[src/tcs_pkg.sv]
// Purpose: constants for the timer channel status and interrupt block
// Assumes: 32-bit register port, byte addresses, one clock
// Notes:   offsets are word aligned
package tcs_pkg;
    localparam int ADDR_W = 8;
    localparam int DATA_W = 32;
    localparam int VAL_W  = 16;
    localparam int EVT_N  = 8;

    // register byte offsets
    localparam logic [ADDR_W-1:0] OFS_CCB  = 8'h18;
    localparam logic [ADDR_W-1:0] OFS_CLC  = 8'h1C;
    localparam logic [ADDR_W-1:0] OFS_EVF  = 8'h20;
    localparam logic [ADDR_W-1:0] OFS_IES  = 8'h24;
    localparam logic [ADDR_W-1:0] OFS_IEC  = 8'h28;
    localparam logic [ADDR_W-1:0] OFS_IEV  = 8'h2C;

    // status field positions
    localparam int BIT_OVF  = 0;
    localparam int BIT_LOVR = 1;
    localparam int BIT_CMPA = 2;
    localparam int BIT_CMPB = 3;
    localparam int BIT_CMPC = 4;
    localparam int BIT_LDA  = 5;
    localparam int BIT_LDB  = 6;
    localparam int BIT_ETRG = 7;
    localparam int BIT_CLKR = 16;
    localparam int BIT_MIRA = 17;
    localparam int BIT_MIRB = 18;

    // flags that only exist in one mode
    localparam logic [EVT_N-1:0] CAPTURE_ONLY = 8'h62;
    localparam logic [EVT_N-1:0] WAVE_ONLY    = 8'h0C;

    // reset values
    localparam logic [VAL_W-1:0]  CCB_RST = 16'h0000;
    localparam logic [VAL_W-1:0]  CLC_RST = 16'h0000;
    localparam logic [EVT_N-1:0]  IEV_RST = 8'h00;
    localparam logic [EVT_N-1:0]  EVF_RST = 8'h00;
    localparam logic [DATA_W-1:0] RD_RST  = 32'h0000_0000;
endpackage

[src/tcs_channel.sv]
// Purpose: status, compare b/c and interrupt registers of one timer channel
// Assumes: counter core on the same clock supplies event pulses and values
// Notes:   io line pins are asynchronous and pass four flip-flops
`timescale 1ns/1ps

module tcs_channel
    import tcs_pkg::*;
(
    // clock and reset
    input  wire logic                        clk,
    input  wire logic                        rst,
    // register port
    input  wire logic [tcs_pkg::ADDR_W-1:0]  reg_addr,
    input  wire logic [tcs_pkg::DATA_W-1:0]  reg_wdata,
    input  wire logic                        reg_wr,
    input  wire logic                        reg_rd,
    output logic      [tcs_pkg::DATA_W-1:0]  reg_rdata,
    // channel core
    input  wire logic                        wave_mode,
    input  wire logic                        clock_running,
    input  wire logic [tcs_pkg::VAL_W-1:0]   cnt_value,
    input  wire logic                        cnt_step,
    input  wire logic                        ovf_evt,
    input  wire logic                        ext_trig_evt,
    input  wire logic [tcs_pkg::VAL_W-1:0]   capture_compare_a,
    input  wire logic                        cca_read,
    input  wire logic                        load_a_evt,
    input  wire logic                        load_b_evt,
    input  wire logic [tcs_pkg::VAL_W-1:0]   cap_value,
    output logic      [tcs_pkg::VAL_W-1:0]   capture_compare_b,
    output logic      [tcs_pkg::VAL_W-1:0]   compare_limit_c,
    // io lines
    input  wire logic                        io_line_a_pin,
    input  wire logic                        io_line_b_pin,
    input  wire logic                        io_line_a_drv,
    input  wire logic                        io_line_b_drv,
    // interrupt
    output logic                             irq
);
    import tcs_pkg::*;

    logic [VAL_W-1:0]  ccb_ff;
    logic [VAL_W-1:0]  clc_ff;
    logic [EVT_N-1:0]  evf_ff;
    logic [EVT_N-1:0]  iev_ff;
    logic [DATA_W-1:0] rdata_ff;
    logic              irq_ff;
    logic              a_pend_ff;
    logic              b_pend_ff;
    logic [2:0]        sync_a_ff;
    logic [2:0]        sync_b_ff;
    logic              lvl_a_ff;
    logic              lvl_b_ff;
    logic [EVT_N-1:0]  evt;
    logic [EVT_N-1:0]  evf_vis;
    logic [DATA_W-1:0] status_word;
    logic [DATA_W-1:0] nxt_rdata;
    logic              evf_rd;
    logic              ccb_rd;
    logic              mir_a;
    logic              mir_b;
    logic              cmp_a;
    logic              cmp_b;
    logic              cmp_c;

    assign evf_rd = reg_rd && (reg_addr == OFS_EVF);
    assign ccb_rd = reg_rd && (reg_addr == OFS_CCB);

    // compare matches on each counter step
    assign cmp_a = cnt_step && (cnt_value == capture_compare_a);
    assign cmp_b = cnt_step && (cnt_value == ccb_ff);
    assign cmp_c = cnt_step && (cnt_value == clc_ff);

    // compare/capture b: capture loads, software writes only in waveform
    always_ff @(posedge clk or posedge rst) begin
        if (rst) begin
            ccb_ff <= CCB_RST;
        end else if (!wave_mode && load_b_evt) begin
            ccb_ff <= cap_value;
        end else if (wave_mode && reg_wr && reg_addr == OFS_CCB) begin
            ccb_ff <= reg_wdata[VAL_W-1:0];
        end
    end

    always_ff @(posedge clk or posedge rst) begin
        if (rst) begin
            clc_ff <= CLC_RST;
        end else if (reg_wr && reg_addr == OFS_CLC) begin
            clc_ff <= reg_wdata[VAL_W-1:0];
        end
    end

    // loaded-but-unread tracking for overrun
    always_ff @(posedge clk or posedge rst) begin
        if (rst) begin
            a_pend_ff <= 1'b0;
            b_pend_ff <= 1'b0;
        end else begin
            a_pend_ff <= (load_a_evt && !wave_mode) || (a_pend_ff && !cca_read);
            b_pend_ff <= (load_b_evt && !wave_mode) || (b_pend_ff && !ccb_rd);
        end
    end

    // raw event vector, gated by mode
    always_comb begin
        evt           = '0;
        evt[BIT_OVF]  = ovf_evt;
        evt[BIT_LOVR] = !wave_mode && ((load_a_evt && a_pend_ff) || (load_b_evt && b_pend_ff));
        evt[BIT_CMPA] = wave_mode && cmp_a;
        evt[BIT_CMPB] = wave_mode && cmp_b;
        evt[BIT_CMPC] = cmp_c;
        evt[BIT_LDA]  = !wave_mode && load_a_evt;
        evt[BIT_LDB]  = !wave_mode && load_b_evt;
        evt[BIT_ETRG] = ext_trig_evt;
    end

    // sticky flags: an event in the clearing read's cycle survives
    genvar gi;
    generate
        for (gi = 0; gi < EVT_N; gi++) begin : g_flag
            always_ff @(posedge clk or posedge rst) begin
                if (rst) begin
                    evf_ff[gi] <= 1'b0;
                end else begin
                    evf_ff[gi] <= evt[gi] || (evf_ff[gi] && !evf_rd);
                end
            end
        end
    endgenerate

    // flags of the other mode read as zero
    assign evf_vis = wave_mode ? (evf_ff & ~CAPTURE_ONLY) : (evf_ff & ~WAVE_ONLY);

    // pin synchronisers, level taken once stages two and three agree
    always_ff @(posedge clk or posedge rst) begin
        if (rst) begin
            sync_a_ff <= 3'h0;
            sync_b_ff <= 3'h0;
            lvl_a_ff  <= 1'b0;
            lvl_b_ff  <= 1'b0;
        end else begin
            sync_a_ff <= {sync_a_ff[1:0], io_line_a_pin};
            sync_b_ff <= {sync_b_ff[1:0], io_line_b_pin};
            if (sync_a_ff[1] == sync_a_ff[2]) begin
                lvl_a_ff <= sync_a_ff[2];
            end
            if (sync_b_ff[1] == sync_b_ff[2]) begin
                lvl_b_ff <= sync_b_ff[2];
            end
        end
    end

    assign mir_a = wave_mode ? io_line_a_drv : lvl_a_ff;
    assign mir_b = wave_mode ? io_line_b_drv : lvl_b_ff;

    always_comb begin
        status_word           = '0;
        status_word[EVT_N-1:0] = evf_vis;
        status_word[BIT_CLKR] = clock_running;
        status_word[BIT_MIRA] = mir_a;
        status_word[BIT_MIRB] = mir_b;
    end

    // interrupt enables
    always_ff @(posedge clk or posedge rst) begin
        if (rst) begin
            iev_ff <= IEV_RST;
        end else if (reg_wr && reg_addr == OFS_IES) begin
            iev_ff <= iev_ff | reg_wdata[EVT_N-1:0];
        end else if (reg_wr && reg_addr == OFS_IEC) begin
            iev_ff <= iev_ff & ~reg_wdata[EVT_N-1:0];
        end
    end

    // read mux, data one cycle after the strobe
    always_comb begin
        nxt_rdata = '0;
        if (reg_rd) begin
            unique case (reg_addr)
                OFS_CCB: nxt_rdata[VAL_W-1:0] = ccb_ff;
                OFS_CLC: nxt_rdata[VAL_W-1:0] = clc_ff;
                OFS_EVF: nxt_rdata = status_word;
                OFS_IEV: nxt_rdata[EVT_N-1:0] = iev_ff;
                default: nxt_rdata = '0;
            endcase
        end
    end

    always_ff @(posedge clk or posedge rst) begin
        if (rst) begin
            rdata_ff <= RD_RST;
        end else begin
            rdata_ff <= nxt_rdata;
        end
    end

    always_ff @(posedge clk or posedge rst) begin
        if (rst) begin
            irq_ff <= 1'b0;
        end else begin
            irq_ff <= |(evf_vis & iev_ff);
        end
    end

    assign reg_rdata         = rdata_ff;
    assign capture_compare_b = ccb_ff;
    assign compare_limit_c   = clc_ff;
    assign irq               = irq_ff;
endmodule

[config.mk]
export PLATFORM = sky130hd
export DESIGN_NAME = tcs_channel
export DESIGN_NICKNAME = d
export VERILOG_FILES = /design/src/tcs_pkg.sv /design/src/tcs_channel.sv
export SDC_FILE = /design/constraint.sdc
export NUM_CORES = 1
export LEC_CHECK = 0
export ABC_AREA = 1
export BUFFER_PORTS_ARGS = -buffer_cell sky130_fd_sc_hd__buf_2
export CORE_UTILIZATION = 40
export CTS_CLUSTER_SIZE = 8
export DETAILED_ROUTE_END_ITERATION = 10
export PLACE_DENSITY_LB_ADDON = 0.3
export SYNTH_ARGS = -nofsm -noshare
export SYNTH_HDL_FRONTEND = slang
export SYNTH_SLANG_ARGS = --single-unit
[constraint.sdc]
create_clock -name clk -period 2.7 [get_ports clk]
set_input_delay 0.27 -clock clk [delete_from_list [all_inputs] [get_ports clk]]
set_output_delay 0.27 -clock clk [all_outputs]
set_load 0.02 [all_outputs]
==> metrics.yaml <==
synth:
  async_reset_ff_share_pct: 100
  synth_top_area_share_pct: 43.4
  avgSynthCellArea_um2: 7.27
  ys_warn_count: 0
  synth_commonest_cells: "nand2_1 (213), inv_1 (82), dfrtp_1 (78), nor2_1 (65), nand3_1 (45)"
  synth-edff-count: 0
  synthTopCellsByArea: "dfrtp_1 (43%), nand2_1 (18%), inv_1 (6.8%), nor2_1 (5.4%), nand3_1 (5.0%)"
  synth-seq-cells: 78
  netlist_area_um2: 4500
  yosysSeqAreaShare_pct: 43.4
  synth_most_common_cell: "nand2_1"
  synth.distinct_cells: 28
  yosysTopAreaCell: "dfrtp_1"
  yosys_most_used_dff: "dfrtp_1"
  synth_cells: 619
routing:
  vias_per_cell: 4.95
  wire_per_inst_um: 14.4
  drc_errors: 0
  ant_nets: 0
  dr.first_iter.drc_count: 308
  drt-total-wl_mm: 13.0
  dr.pass1.iters: 5
  vias: 4466
job:
  cap_violations: 0
clock_network:
  cts_max_level: 3
  post_cts_buffers: 0
  cts_resized: 0
  cts.path.max_buffers: 2
  clk-insertion-delay-late_ns: 0.35
  cts_buffers: 9
  hold_buffers: 0
  clkTransAtPathRegs_ns: 0.08
  clock-root-buffer: "clkbuf_8"
  tritoncts: "built"
  cts_sinks: 78
pwr:
  pwr-share-seq_pct: 47.9
  p_sw_uw: 859
  p_int_mw: 1.85
  leakagePower_nw: 3.13
  ir_drop_mv: 0.317
  combPwrFrac_pct: 19.3
  swShare_pct: 31.7
  pwr-share-clk_pct: 32.8
  power_density_nw_per_um2: 494
  power_mw: 2.71
floorplanning:
  io_pins: 169
  die_area_um2: 11700
  rows: 38
  core_area_um2: 10900
  fp.dieH_um: 108
  die_w_um: 108
  start_util_pct: 41.3
sta:
  hold_violations: 9
  finalSetupTns_ns: 0
  rsz0062_at_grt: "false"
  tightest_slew_ns: 0.711
  max_freq_ghz: 0.737
  hold_slack_ns: -0.0236
  setup_viol: 0
  drv_slew: 0
  finalCritPeriodShare_pct: 50.3
  slew_headroom_pct: 52.5
  clock_skew_ns: 0.0123
  period_needed_ns: 1.36
global_routing:
  antenna_found_initial: 1
  track_usage_pct: 22.5
  grt_max_degree: 79
  grt_pass1_vias: 4059
  grt_pass1_wl_mm: 20.0
  overflow: 0
worst_setup_path:
  critical_path_required_ns: 2.91
  path_buf_inv: 2
  max_stage_delay_ns: 0.37
  r2r_cells: 7
  worstSetupPathType: "in -> reg"
  endpoint_kind: "flop"
  crit_chain: "buf_2 > inv_1 > nand2_1 > nor2_2 > nand3_2 > o21ai_0 > o21ai_0"
  start_kind: "input pin"
  timing.rr.end: "evf_ff[4]"
  crit_slowest_cell: "nor2_2"
  critPathMostFrequentCell: "o21ai_0"
  cp_max_fo: 9
  critPathArrivalTime_ns: 1.56
  r2r-start: "compare_limit_c[0]"
  r2r_setup_slack_ns: 1.52
  cp.depth: 7
  critical-path-top-delay-family: "simple AND/OR/NAND/NOR gates"
  startpoint: "reg_addr[4]"
finish:
  drive_gt1_share_pct: 26.1
  fillers: 1108
  finalNonFillerCells: 903
  nets: 862
  antenna_cells: 0
  area_growth_syn_to_layout_pct: 21.7
outcome:
  status: "finished with violations"
  violations: "hold timing"
placement:
  place_congestion: 0.870
  dp_cells: 887
  portBuffers: 139
  dp_hpwl_mm: 9.64
min_path:
  hp-class: "in -> async"
==> logic make-up after synthesis <==
group	synth area share (%)
simple gates	33.1
xor+xnor	1.95
buf+inv	10.7
other cells	0.0833
flops	43.4
fa+ha+maj	0.445
compound gates	8.42
mux	2.00
==> area by class of cell <==
cell class	instances	area, µm²	share of cell area (%)
Clock inverter	6	70.1	1.28
Clock buffer	10	128	2.33
Sequential cell	78	1950	35.6
Multi-Input combinational cell	444	2110	38.6
Timing Repair Buffer	141	723	13.2
Tap cell	140	175	3.20
Inverter	84	317	5.78
==> metrics by stage <==
step	hold slack (ns)	area [µm²]	util, %	setup slack (ns)
floorplan	0.301	4550	-	0.435
global placement	0.332	5280	48.5	1.03
detailed placement	0.339	5280	48.5	0.999
CTS	0.0101	5480	50.3	1.36
global route	0.00121	5480	50.3	1.27
finish	-0.0236	5480	50.3	1.34
==> worst min-delay path by stage <==
stage,from,to,cells after the start
floorplan,io_line_a_pin,sync_a_ff[0],0
global placement,sync_b_ff[0],sync_b_ff[1],0
detailed placement,sync_b_ff[0],sync_b_ff[1],0
CTS,rst,reg_rdata[6],3
global route,io_line_b_pin,sync_b_ff[0],1
finish,rst,capture_compare_b[12],3
==> worst reg2reg max path, stage by stage, from the launching register on <==
cell	delay, ns
dfrtp_1	0.47
nand2_1	0.10
nand2_1	0.05
nor2_1	0.08
nand2_1	0.06
nor2_1	0.18
nand3_1	0.12
nand2_1	0.07
==> cell usage in the layout, fill, tap and decap left out, types with 8 or more instances in the layout <==
cell	netlist	final
nor2_1	65	65
dfrtp_1	78	78
clkbuf_8	0	9
buf_2	9	139
nand3_1	45	45
nand2_1	213	213
inv_1	82	81
o21ai_0	24	24
mux2_2	8	8
xnor2_1	10	10
o21ai_2	13	13
a21oi_1	20	20
conb_1	1	13
==> per-layer routing <==
layer	track usage [%]	vias up	share of wire, %
li1	-	2162	-
met4	7.63	2	1.4
met3	3.07	27	7.8
met2	36.8	207	48
met1	30.6	2068	42
met5	0	-	0.10
==> power by group through the flow <==
stage / combinational [mW] / sequential, mW / clock (mW)
detailed placement: 0.524 / 1.32 / 0
finish: 0.522 / 1.30 / 0.889
global route: 0.579 / 1.31 / 0.957
CTS: 0.525 / 1.30 / 0.909
global placement: 0.509 / 1.32 / 0
floorplan: 0.277 / 1.36 / 0
(Power assumes the default switching activity.)
